<file path="src/asc_defines.svh">
// Register offsets, field positions and timing counts of the controller
`ifndef ASC_DEFINES_SVH
`define ASC_DEFINES_SVH

`define ASC_CLK_MHZ 200

`define ASC_CFG_OFS 8'h00
`define ASC_CTL_OFS 8'h04
`define ASC_CAD_OFS 8'h08
`define ASC_CDA_OFS 8'h0c
`define ASC_STA_OFS 8'h10
`define ASC_SAD_OFS 8'h14
`define ASC_SDA_OFS 8'h18
`define ASC_IEN_OFS 8'h1c
`define ASC_DIV_OFS 8'h20

`define ASC_CFG_EN 0
`define ASC_CFG_SRST 1
`define ASC_CFG_ICDC 2
`define ASC_CFG_FMT 3
`define ASC_CFG_BCKD 4
`define ASC_CFG_SYNCD 5
`define ASC_CFG_LSMP 6
`define ASC_CFG_AMSL 7

`define ASC_CTL_FLUSH 0
`define ASC_CTL_REPLAY 1
`define ASC_CTL_COLD 2
`define ASC_CTL_WARM 3

`define ASC_CAD_RD 7
`define ASC_STA_DONE 0
`define ASC_STA_RCVD 1
`define ASC_STA_READY 2
`define ASC_STA_PDHOLD 3

`define ASC_T_COLD_NS 1000
`define ASC_T_WARM_NS 1000
`define ASC_COLD_CYC ((`ASC_T_COLD_NS*`ASC_CLK_MHZ+999)/1000)
`define ASC_WARM_CYC ((`ASC_T_WARM_NS*`ASC_CLK_MHZ+999)/1000)
`define ASC_T_FRAME_NS 20834
`define ASC_PD_FRAMES 4
`define ASC_PD_HOLD_CYC \
    ((`ASC_PD_FRAMES*`ASC_T_FRAME_NS*`ASC_CLK_MHZ+999)/1000)

`define ASC_PD_IDX 7'h26
`define ASC_PD_BIT 12

`define ASC_SYNC_BITS 8'h10
`define ASC_SLOT1 8'h10
`define ASC_SLOT2 8'h24
`define ASC_SLOT3 8'h38
`define ASC_SLOT4 8'h4c
`define ASC_TAG_END 8'h0f
`define ASC_S1_END 8'h23
`define ASC_S2_END 8'h37
`define ASC_FRAME_END 8'hff

`endif

</file>
<file path="src/asc_pkg.sv">
// Types shared by the audio serial controller modules
package asc_pkg;
    typedef enum logic {
        ASC_FMT_ACLINK = 1'b0,
        ASC_FMT_SERIAL = 1'b1
    } asc_fmt_t;

    typedef struct packed {
        logic ack;
        logic [31:0] rdat;
        logic en;
        logic icdc;
        asc_fmt_t fmt;
        logic bckd;
        logic syncd;
        logic lsmp;
        logic amsl;
        logic replay;
        logic irq_en;
        logic [7:0] div;
        logic [7:0] divcnt;
        logic bclk;
        logic cmd_rd;
        logic [6:0] cmd_idx;
        logic [15:0] cmd_dat;
        logic addr_wr;
        logic data_wr;
        logic carry;
        logic done;
        logic rcvd;
        logic ready;
        logic [2:0] tag;
        logic [6:0] cidx;
        logic [6:0] st_idx;
        logic [15:0] st_dat;
        logic [7:0] pos;
        logic [19:0] osh;
        logic [19:0] ish;
        logic sync;
        logic sdo;
        logic flush;
        logic cold;
        logic warm;
        logic pd_go;
        logic [19:0] last;
        logic pop;
        logic bc_q;
        logic [15:0] rlow;
        logic [15:0] shigh;
    } asc_state_t;

    typedef struct packed {
        logic [1:0] s1;
        logic [1:0] s2;
        logic [1:0] s3;
        logic [1:0] q;
    } asc_sync_t;

    typedef struct packed {
        logic [15:0] cnt;
    } asc_pulse_t;
endpackage

</file>
<file path="src/asc_ctrl.sv">
// Audio serial controller: setup, link resets, codec register access
// Behaviour
// - Controller starts disabled after any reset
// - Config bit selects internal or external codec
// - Serial framing sets justification, clock directions, divider
// - Enable bit write turns controller on
// - Soft reset restores registers, flushes both FIFOs
// - Flush empties FIFOs, keeps other registers
// - No sync for four frames after power-down
// - Cold reset holds reset low at least 1us
// - Warm reset holds sync high at least 1us while the AC-link is not running
// - Address and data writes in either order
// - Done flag set once request is sent
// - Returned index and data captured, flag set
// - Interrupt raised when status flag set, enabled
// - AC-link transmission runs when enabled, samples gated
// - Replay off sends zero samples
// - Empty FIFO sends zero or last sample
`timescale 1ns/1ps
`include "asc_defines.svh"
module asc_ctrl import asc_pkg::*; #(
    parameter int PD_HOLD_CYC = `ASC_PD_HOLD_CYC
) (
    input wire logic clk_i,
    input wire logic rst_i,
    input wire logic wb_cyc_i,
    input wire logic wb_stb_i,
    input wire logic wb_we_i,
    input wire logic [7:0] wb_adr_i,
    input wire logic [3:0] wb_sel_i,
    input wire logic [31:0] wb_dat_i,
    output logic [31:0] wb_dat_o,
    output logic wb_ack_o,
    output logic irq_o,
    input wire logic bit_clk_i,
    output logic bit_clk_o,
    output logic bit_clk_oe_o,
    output logic frame_sync_o,
    output logic frame_sync_oe_o,
    input wire logic sdata_in_i,
    output logic sdata_out_o,
    output logic codec_reset_n_o,
    input wire logic [19:0] tx_data_i,
    input wire logic tx_empty_i,
    output logic tx_pop_o,
    output logic fifo_flush_o,
    output logic internal_codec_select_o,
    output logic justification_select_o
);
    localparam int COLD_CYC = `ASC_COLD_CYC;
    localparam int WARM_CYC = `ASC_WARM_CYC;

    asc_state_t s;
    asc_state_t n;
    logic [1:0] pins_q;
    logic bc_s;
    logic sdi_s;
    logic cold_busy;
    logic warm_busy;
    logic pd_busy;
    logic req;
    logic wr;
    logic rise;
    logic fall;
    logic link;
    logic play;
    logic req_ok;
    logic [19:0] smp;
    logic [19:0] word;
    logic [19:0] ish_n;
    logic [31:0] cfg_rd;
    logic [31:0] wv;
    logic [7:0] bi;

    asc_sync3 u_sync (
        .clk_i(clk_i),
        .rst_i(rst_i),
        .d_i({sdata_in_i, bit_clk_i}),
        .q_o(pins_q)
    );
    assign bc_s = pins_q[0];
    assign sdi_s = pins_q[1];

    asc_pulse #(.LEN(COLD_CYC)) u_cold (
        .clk_i(clk_i),
        .rst_i(rst_i),
        .start_i(s.cold),
        .busy_o(cold_busy)
    );

    asc_pulse #(.LEN(WARM_CYC)) u_warm (
        .clk_i(clk_i),
        .rst_i(rst_i),
        .start_i(s.warm),
        .busy_o(warm_busy)
    );

    // Holdoff counted on the system clock: the bit clock is dead by then
    asc_pulse #(.LEN(PD_HOLD_CYC)) u_pdhold (
        .clk_i(clk_i),
        .rst_i(rst_i),
        .start_i(s.pd_go),
        .busy_o(pd_busy)
    );

    function automatic logic [31:0] wmask(input logic [31:0] o,
            input logic [31:0] d, input logic [3:0] sel);
        logic [31:0] m;
        m = {{8{sel[3]}}, {8{sel[2]}}, {8{sel[1]}}, {8{sel[0]}}};
        return (o & ~m) | (d & m);
    endfunction

    always_comb begin
        cfg_rd = '0;
        cfg_rd[`ASC_CFG_EN] = s.en;
        cfg_rd[`ASC_CFG_ICDC] = s.icdc;
        cfg_rd[`ASC_CFG_FMT] = s.fmt;
        cfg_rd[`ASC_CFG_BCKD] = s.bckd;
        cfg_rd[`ASC_CFG_SYNCD] = s.syncd;
        cfg_rd[`ASC_CFG_LSMP] = s.lsmp;
        cfg_rd[`ASC_CFG_AMSL] = s.amsl;
    end

    always_comb begin
        n = s;
        n.pop = 1'b0;
        n.flush = 1'b0;
        n.cold = 1'b0;
        n.warm = 1'b0;
        n.pd_go = 1'b0;
        req = wb_cyc_i & wb_stb_i;
        wr = req & wb_we_i & s.ack;
        n.ack = req & ~s.ack;
        wv = '0;
        word = s.osh;
        smp = '0;
        ish_n = {s.ish[18:0], sdi_s};
        bi = s.pos - 8'h01;
        // Read data captured in the request cycle, valid with ack
        if (req && !s.ack) begin
            case (wb_adr_i)
                `ASC_CFG_OFS: n.rdat = cfg_rd;
                `ASC_CTL_OFS: n.rdat = {30'h0, s.replay, 1'b0};
                `ASC_CAD_OFS: n.rdat = {24'h0, s.cmd_rd, s.cmd_idx};
                `ASC_CDA_OFS: n.rdat = {16'h0, s.cmd_dat};
                `ASC_STA_OFS: n.rdat = {28'h0, pd_busy, s.ready,
                                        s.rcvd, s.done};
                `ASC_SAD_OFS: n.rdat = {25'h0, s.st_idx};
                `ASC_SDA_OFS: n.rdat = {16'h0, s.st_dat};
                `ASC_IEN_OFS: n.rdat = {31'h0, s.irq_en};
                `ASC_DIV_OFS: n.rdat = {24'h0, s.div};
                default: n.rdat = '0;
            endcase
        end
        // Writes take effect on the edge that the master sees ack
        if (wr) begin
            case (wb_adr_i)
                `ASC_CFG_OFS: begin
                    wv = wmask(cfg_rd, wb_dat_i, wb_sel_i);
                    n.en = wv[`ASC_CFG_EN];
                    n.icdc = wv[`ASC_CFG_ICDC];
                    n.fmt = asc_fmt_t'(wv[`ASC_CFG_FMT]);
                    n.bckd = wv[`ASC_CFG_BCKD];
                    n.syncd = wv[`ASC_CFG_SYNCD];
                    n.lsmp = wv[`ASC_CFG_LSMP];
                    n.amsl = wv[`ASC_CFG_AMSL];
                end
                `ASC_CTL_OFS: begin
                    wv = wmask({30'h0, s.replay, 1'b0}, wb_dat_i, wb_sel_i);
                    n.flush = wv[`ASC_CTL_FLUSH];
                    n.replay = wv[`ASC_CTL_REPLAY];
                    n.cold = wv[`ASC_CTL_COLD] & ~pd_busy;
                    n.warm = wv[`ASC_CTL_WARM] & ~pd_busy & ~cold_busy;
                end
                `ASC_CAD_OFS: begin
                    wv = wmask({24'h0, s.cmd_rd, s.cmd_idx}, wb_dat_i,
                               wb_sel_i);
                    n.cmd_rd = wv[`ASC_CAD_RD];
                    n.cmd_idx = wv[6:0];
                    n.addr_wr = 1'b1;
                end
                `ASC_CDA_OFS: begin
                    wv = wmask({16'h0, s.cmd_dat}, wb_dat_i, wb_sel_i);
                    n.cmd_dat = wv[15:0];
                    n.data_wr = 1'b1;
                end
                `ASC_STA_OFS: begin
                    wv = wmask('0, wb_dat_i, wb_sel_i);
                    if (wv[`ASC_STA_DONE]) begin
                        n.done = 1'b0;
                    end
                    if (wv[`ASC_STA_RCVD]) begin
                        n.rcvd = 1'b0;
                    end
                end
                `ASC_IEN_OFS: begin
                    wv = wmask({31'h0, s.irq_en}, wb_dat_i, wb_sel_i);
                    n.irq_en = wv[0];
                end
                `ASC_DIV_OFS: begin
                    wv = wmask({24'h0, s.div}, wb_dat_i, wb_sel_i);
                    n.div = wv[7:0];
                end
                default: begin
                    wv = '0;
                end
            endcase
        end
        // Output bit clock for serial framing
        if (s.en && s.fmt == ASC_FMT_SERIAL && s.bckd) begin
            if (s.divcnt == s.div) begin
                n.divcnt = 8'h00;
                n.bclk = ~s.bclk;
            end else begin
                n.divcnt = s.divcnt + 8'h01;
            end
        end else begin
            n.divcnt = 8'h00;
            n.bclk = 1'b0;
        end
        // AC-link framing, bits driven on the rising bit clock edge
        n.bc_q = bc_s;
        rise = bc_s & ~s.bc_q;
        fall = ~bc_s & s.bc_q;
        link = s.en & (s.fmt == ASC_FMT_ACLINK) & ~pd_busy;
        play = s.en & s.replay;
        req_ok = s.addr_wr & (s.cmd_rd | s.data_wr);
        if (!play) begin
            smp = '0;
        end else if (!tx_empty_i) begin
            smp = tx_data_i;
        end else if (s.lsmp) begin
            smp = s.last;
        end else begin
            smp = '0;
        end
        if (!link) begin
            n.pos = 8'h00;
            n.sdo = 1'b0;
            n.osh = '0;
            n.sync = warm_busy;
        end else if (rise) begin
            n.pos = s.pos + 8'h01;
            n.sync = (s.pos < `ASC_SYNC_BITS);
            case (s.pos)
                8'h00: begin
                    n.carry = req_ok;
                    word = {1'b1, req_ok, req_ok & ~s.cmd_rd, play, play,
                            15'h0000};
                end
                `ASC_SLOT1: word = s.carry ? {s.cmd_rd, s.cmd_idx, 12'h000}
                                           : 20'h00000;
                `ASC_SLOT2: word = (s.carry && !s.cmd_rd) ?
                                   {s.cmd_dat, 4'h0} : 20'h00000;
                `ASC_SLOT3, `ASC_SLOT4: begin
                    word = smp;
                    if (play && !tx_empty_i) begin
                        n.pop = 1'b1;
                        n.last = tx_data_i;
                    end
                end
                default: word = s.osh;
            endcase
            n.sdo = word[19];
            n.osh = {word[18:0], 1'b0};
            if (s.pos == `ASC_FRAME_END && s.carry) begin
                n.done = 1'b1;
                n.carry = 1'b0;
                n.addr_wr = 1'b0;
                n.data_wr = 1'b0;
                // Codec power-down write arms the sync holdoff
                n.pd_go = ~s.cmd_rd & (s.cmd_idx == `ASC_PD_IDX) &
                          s.cmd_dat[`ASC_PD_BIT];
            end
        end
        // Incoming bits sampled on the falling edge
        if (link && fall) begin
            n.ish = ish_n;
            if (bi == `ASC_TAG_END) begin
                n.tag = ish_n[15:13];
                n.ready = ish_n[15];
            end
            if (bi == `ASC_S1_END) begin
                n.cidx = ish_n[18:12];
            end
            if (bi == `ASC_S2_END && s.tag[2] && s.tag[1]) begin
                n.st_idx = s.cidx;
                n.st_dat = ish_n[19:4];
                n.rcvd = 1'b1;
            end
        end
        n.rlow = codec_reset_n_o ? 16'h0000 : s.rlow + 16'h0001;
        n.shigh = frame_sync_o ? s.shigh + 16'h0001 : 16'h0000;
        // Soft reset clears every register except the read data and the flush, which it sets, and self-clears
        if (wr && wb_adr_i == `ASC_CFG_OFS && wv[`ASC_CFG_SRST]) begin
            n = '0;
            n.flush = 1'b1;
            n.rdat = s.rdat;
        end
    end

    always_ff @(posedge clk_i) begin
        if (rst_i) begin
            s <= '0;
        end else begin
            s <= n;
        end
    end

    assign wb_ack_o = s.ack;
    assign wb_dat_o = s.rdat;
    assign irq_o = s.rcvd & s.irq_en;
    assign bit_clk_o = s.bclk;
    assign bit_clk_oe_o = s.en & (s.fmt == ASC_FMT_SERIAL) & s.bckd;
    assign frame_sync_o = s.sync;
    assign frame_sync_oe_o = (s.fmt == ASC_FMT_ACLINK) | s.syncd;
    assign sdata_out_o = s.sdo;
    assign codec_reset_n_o = ~cold_busy;
    assign tx_pop_o = s.pop;
    assign fifo_flush_o = s.flush;
    assign internal_codec_select_o = s.icdc;
    assign justification_select_o = s.amsl;
endmodule

</file>
<file path="src/asc_pulse.sv">
// Fixed-length busy pulse, retriggered only once idle
`timescale 1ns/1ps
module asc_pulse import asc_pkg::*; #(
    parameter int LEN = 200
) (
    input wire logic clk_i,
    input wire logic rst_i,
    input wire logic start_i,
    output logic busy_o
);
    asc_pulse_t s;
    asc_pulse_t n;

    always_comb begin
        n = s;
        if (start_i && s.cnt == 16'h0000) begin
            n.cnt = 16'(LEN);
        end else if (s.cnt != 16'h0000) begin
            n.cnt = s.cnt - 16'h0001;
        end
    end

    always_ff @(posedge clk_i) begin
        if (rst_i) begin
            s <= '0;
        end else begin
            s <= n;
        end
    end

    assign busy_o = (s.cnt != 16'h0000);
endmodule

</file>
<file path="src/asc_sync3.sv">
// Three-stage pin synchroniser with agreement filter
`timescale 1ns/1ps
module asc_sync3 import asc_pkg::*; (
    input wire logic clk_i,
    input wire logic rst_i,
    input wire logic [1:0] d_i,
    output logic [1:0] q_o
);
    asc_sync_t s;
    asc_sync_t n;

    always_comb begin
        n = s;
        n.s1 = d_i;
        n.s2 = s.s1;
        n.s3 = s.s2;
        for (int i = 0; i < 2; i++) begin
            if (s.s2[i] == s.s3[i]) begin
                n.q[i] = s.s3[i];
            end
        end
    end

    always_ff @(posedge clk_i) begin
        if (rst_i) begin
            s <= '0;
        end else begin
            s <= n;
        end
    end

    assign q_o = s.q;
endmodule

</file>
<file path="config.mk">
export PLATFORM = sky130hd
export DESIGN_NAME = asc_ctrl
export DESIGN_NICKNAME = d
export VERILOG_FILES = /design/src/asc_pkg.sv /design/src/asc_ctrl.sv /design/src/asc_pulse.sv /design/src/asc_sync3.sv
export VERILOG_INCLUDE_DIRS = /design/src
export SDC_FILE = /design/constraint.sdc
export NUM_CORES = 1
export LEC_CHECK = 0
export ABC_AREA = 1
export CORE_AREA = 3 3 158 160
export DETAILED_ROUTE_END_ITERATION = 12
export DIE_AREA = 0 0 161 163
export DONT_BUFFER_PORTS = 1
export SETUP_SLACK_MARGIN = 0.3
export SLEW_MARGIN = 20
export SYNTH_ARGS = -nofsm -noshare
export SYNTH_HDL_FRONTEND = slang
export SYNTH_SLANG_ARGS = --single-unit
</file>
<file path="constraint.sdc">
create_clock -name clk_i -period 2.4 [get_ports clk_i]
set_input_delay 0.24 -clock clk_i [delete_from_list [all_inputs] [get_ports clk_i]]
set_output_delay 0.24 -clock clk_i [all_outputs]
set_load 0.01 [all_outputs]
</file>
Word-level counts from Yosys, hierarchy flattened
Cells that the tools add are included.
{"block": "classes", "add_sub_neg": 8, "n_mul": 0, "div_mod_pow": 0, "n_lt_le_gt_ge": 1, "eq_ne": 21, "shift": 0, "muxes": 43, "bitwise": 52, "reduce_logical": 54}
{"cell": "16-bit one-hot mux with 9 select lines", "n": 1}
{"cell": "20-bit two-way mux", "n": 5}
{"cell": "20-bit one-hot mux with 4 select lines", "n": 1}
{"cell": "58-bit two-way mux", "n": 1}
{"cell": "16-bit zero test", "n": 3}
{"cell": "16-bit nonzero test", "n": 3}
{"cell": "16-bit by 1-bit subtractor with 16-bit output, second input constant", "n": 3}
{"cell": "22-bit two-way mux", "n": 2}
{"cell": "21-bit two-way mux", "n": 2}
{"cell": "8-bit by 5-bit equality test with 1-bit output, second input constant", "n": 5}
{"cell": "8-bit by 6-bit equality test with 1-bit output, second input constant", "n": 5}
{"cell": "35-bit two-way mux", "n": 1}
{"cell": "16-bit by 1-bit adder with 16-bit output, second input constant", "n": 2}
{"cell": "16-bit bitwise AND", "n": 2}
{"cell": "16-bit two-way mux", "n": 2}
{"cell": "8-bit two-way mux", "n": 4}
{"cell": "15-bit two-way mux", "n": 2}
{"cell": "8-bit bitwise AND", "n": 3}
{"cell": "8-bit by 4-bit equality test with 1-bit output, second input constant", "n": 3}
{"cell": "8-bit bitwise OR", "n": 3}
{"cell": "23-bit two-way mux", "n": 1}
{"cell": "2-bit AND reduction", "n": 10}
{"cell": "1-bit bitwise AND", "n": 19}
{"cell": "1-bit NOT", "n": 17}
{"cell": "33 further kinds", "n": 79}
{"block": "word_totals", "ff_bits": 269, "latch_bits": 0, "ram_bits": 0, "mem_bits_ro": 0, "input_bits": 72, "out_inout_bits": 44, "mem_count": 0}

Depth between registers and ports, before layout
{"block": "depth", "depth_word": 8, "ltp_mapped": 14, "mapped_depth_nobuf": 13}

Hierarchy
A second synthesis with hierarchy kept.
{"block": "hier_totals", "cells_unflattened": 1845, "hier_area_um2": 12408.2}
{"module": "asc_ctrl", "instances": 1, "cells_each": 1361, "area_each_um2": 8956.1}
{"module": "asc_pulse (u_cold)", "instances": 1, "cells_each": 158, "area_each_um2": 1098.6}
{"module": "asc_pulse (u_warm)", "instances": 1, "cells_each": 156, "area_each_um2": 1072.3}
{"module": "asc_pulse (u_pdhold)", "instances": 1, "cells_each": 141, "area_each_um2": 1029.7}
{"module": "asc_sync3", "instances": 1, "cells_each": 29, "area_each_um2": 251.5}

Least setup slack after synthesis
OpenSTA, ideal clock, no wires.
{"block": "synth_path", "path_kind": "register -> register", "from": "register u_pdhold.s[0] (netlist bit)", "to": "register s[118] (netlist bit)", "arrival_ns": 1.698, "t_required_ns": 2.287, "slack_ns": 0.589, "path_stages_with_launch": 14, "synth_period_minus_slack_ns": 1.811, "cell_sequence": "dfxtp_1 > inv_1 > ha_1 > inv_1 > nor2_1 > nand2_1 > nor2_1 > nand2_2 > nor3_4 > nand3_1 > buf_4 > buf_4 > nor2_1 > nor2_1"}
{"block": "synth_between", "elab_chain_len": 5}
{"element": "start: declaration", "line_no": "asc_pulse.sv:11", "source": "asc_pulse_t s;"}
{"element": "start signal: assignment", "line_no": "asc_pulse.sv:27", "source": "s <= n;"}
{"element": "16-bit nonzero test", "line_no": "asc_pulse.sv:31", "source": "assign busy_o = (s.cnt != 16'h0000);"}
{"element": "1-bit NOT", "line_no": "asc_ctrl.sv:225", "source": "link = s.en & (s.fmt == ASC_FMT_ACLINK) & ~pd_busy;"}
{"element": "1-bit bitwise AND", "line_no": "asc_ctrl.sv:225"}
{"element": "1-bit logical AND", "line_no": "asc_ctrl.sv:277", "source": "if (link && fall) begin"}
{"element": "2-bit AND reduction (no line)"}
{"element": "end signal: assignment", "line_no": "asc_ctrl.sv:306", "source": "s <= n;"}
{"element": "end: declaration", "line_no": "asc_ctrl.sv:53", "source": "asc_state_t s;"}
Every way passes these cells.
A chain may end at the register's enable or synchronous reset.

Worst setup path in the final report
{"block": "layout_path", "from": "register u_cold.s[0] (netlist bit)", "to": "output codec_reset_n_o"}
{"block": "layout_between", "elab_chain_len": 2}
{"element": "start: declaration", "line_no": "asc_pulse.sv:11"}
{"element": "start signal: assignment", "line_no": "asc_pulse.sv:27"}
{"element": "16-bit nonzero test", "line_no": "asc_pulse.sv:31"}
{"element": "1-bit NOT (no line)"}
{"element": "end: declaration", "line_no": "asc_ctrl.sv:42", "source": "output logic codec_reset_n_o,"}
Every way passes these cells.

==> results.toml <==
[placed_design]
numPortBuffers = 0
place_hpwl_um = 22300
pre_cts_slack_ps = 291
gp_congestion = 0.903

[finish]
nets = 1905
final_common_cell = "nand2_1"
fin_util_pct = 58.0
syn_to_final_growth_pct = 16.5
drive_gt1_share_pct = 8.24
antenna-diode-count = 0
final_cell_mix = "nand2_1 (453), nor2_1 (318), dfxtp_1 (232)"

[synthesis]
synth.area.top_cells = "dfxtp_1 (40%), nand2_1 (15%), nor2_1 (11%)"
muxShareOfSynthArea_pct = 0
synth_compound_area_share_pct = 9.35
ys.flop_type = "dfxtp_1"
synth-simple-area-share_pct = 35.6
synthAdderAreaFrac_pct = 0.855
ys_seq_elements = 234
syn_area_per_cell_um2 = 6.57
syn-cell-area_mm2 = 0.0117
synthArstFlopShare_pct = 0
synth-xor-area-share_pct = 3.59
netlist.top_cell.by_area = "dfxtp_1"
synth-edff-count = 0
synth_cell_types = 40
ys_seq_area_share_pct = 40.0
ys_warn_count = 0
synth_top_family_by_area = "simple AND/OR/NAND/NOR gates"
yosys.area.top_type_share_pct = 40.0
synth_cells = 1782

[timing]
worst-slew-pin-transition_ps = 783
setup_viol = 0
slew_headroom_pct = 47.7
fmax_mhz = 488
fin_skew_ps = 10.0
tns_ps = 0
finalMaxSlewViolations = 0
post-route-period-util_pct = 85.4
post-route-min-period_ps = 2050
timing.hold.ws_ps = 24.9
worst_slack_ps = 351
hold_viol = 0
rsz0062_at_grt = "yes"

[clock_network]
clkTransAtPathRegs_ps = 60
clockBufferDepth = 3
cts_sinks = 234
clk_latency_ps = 530
cts_tree = "done"
h-tree-depth = 1
clock-root-buffer = "clkbuf_16"
numCtsBuffers = 27

[hold_path]
worstHoldPathType = "input port to flip-flop"

[detailed_routing]
avgViaCountPerCell = 5.17
drt-initial-drc-count = 875
drt_first_pass_iters = 5
num_vias = 11200
detail-route-antenna-nets = 0
drt-total-wl_um = 33200
drc = 0
wl_per_cell_um = 15.3

[global_routing]
grt_max_degree = 71
grt_pass1_wl_um = 52400
grt_pass1_vias = 10400
grt_usage_pct = 24.2
grt_overflow = 0
antenna_found_initial = 0

[worst_setup_path]
regToRegSetupSlack_ps = 440
crit_type = "flip-flop to output port"
slowest_stage = "dfxtp_1"
critPathMaxStageDelay_ps = 310
path_cells = "inv_1 -> ha_1 -> nand2_1 -> nor4_2 -> nand4_1 -> inv_2"
cp_max_fo = 3
cp-end-kind = "output port"
crit_required_ps = 2160
arrival_ps = 1810
start_kind = "flip-flop"

[flow_run]
maxCapViolCount = 0

[die]
dieArea_mm2 = 0.0262
fp.dieH_um = 163
fp.dieW_um = 161
num_io_pins = 116
placementRows = 56
start_util_pct = 49.8
design.core.area_mm2 = 0.0235

[pwr]
pwr_density_cell_mw_per_mm2 = 867
power.leakage_nw = 5.84
peakVddDrop_mv = 0.517

[outcome]
outcome = "finished, final reports clean"
## power breakdown
group          total, W  switching (W)  internal [W]
registers       0.00457       0.000314       0.00426
clock network   0.00414        0.00163       0.00252
logic           0.00312        0.00187       0.00124
## per-layer routing
layer  vias up  track usage, %  share of wire (%)
met5         -               0                  0
li1       5699               -                  -
met1      5122            34.0                 46
met3        53            2.82                5.6
met2       304            40.2                 46
met4         0            5.75                1.8
## layout make-up
cell class,count,area (um2)
Sequential cell,234,4690
Clock buffer,39,801
Tap cell,319,399
Multi-Input combinational cell,1282,5940
Inverter,177,667
Clock inverter,10,103
Fill cell,2357,9900
Timing Repair Buffer,103,1040
## kinds of logic (layout without fill, tap and decap cells)
| family | Yosys count | in the layout |
|---|---|---|
| adders and majority gates | 8 | 8 |
| other | 1 | 16 |
| AOI/OAI and AO/OA | 202 | 202 |
| buffers and inverters | 281 | 329 |
| and+or+nand+nor | 1008 | 1008 |
| DFF | 234 | 234 |
| xor gates and xnor gates | 48 | 48 |
## metrics by stage
stage	area, um2	power [W]	cells
after floorplan	11800	0.00696	1797
after global placement	11900	0.00751	2053
after detailed placement	11900	0.00754	2053
after CTS	13400	0.0118	2152
after global routing	13600	0.0126	2164
final	13600	0.0118	2164
## cells in the mapped netlist, types with 2 or more instances
cell,instances
nor3_2,2
inv_2,2
clkbuf_1,36
nand2_2,2
a211oi_1,4
o21ai_0,42
o22ai_1,5
inv_1,173
buf_4,36
nor3_1,32
nand2_1,459
a21oi_1,125
nor2_1,331
o221ai_1,7
or2_2,5
nand3b_1,3
ha_1,8
xor2_1,33
and2_1,2
buf_2,26
o21ai_1,2
o211ai_1,11
xnor2_1,15
nand4_1,36
dfxtp_1,234
buf_6,3
o31ai_1,3
nor4_1,3
nand3_1,123
clkinv_1,2
buf_1,3
nor2_2,6
## worst max-delay path, delay by kind of cell, from the launching register on
family	cells	cell delay, ps
adder cells (fa/ha/maj)	1	160
flip-flops	1	310
buffers and inverters	2	240
AND/OR/NAND/NOR	3	580
## worst paths after layout
path / startpoint / end / depth (start not counted)
max: u_cold.s[0] / codec_reset_n_o / 6
max reg2reg: u_pdhold.s[0] / s[135] / 15
min reg2reg: u_sync.n[4] / u_sync.n[2] / 2
min: tx_empty_i / s[83] / 4
## what timing repair did
action                                  4_1_cts  5_1_grt
endpoints found under the hold margin        77        1
gates cloned                                  1        5
resized for setup                             2       38
pin swaps                                     2        7
buffers inserted                              4        5
hold buffers                                 45        2
endpoints found under the setup margin        7      166
(Power assumes the default switching activity.)
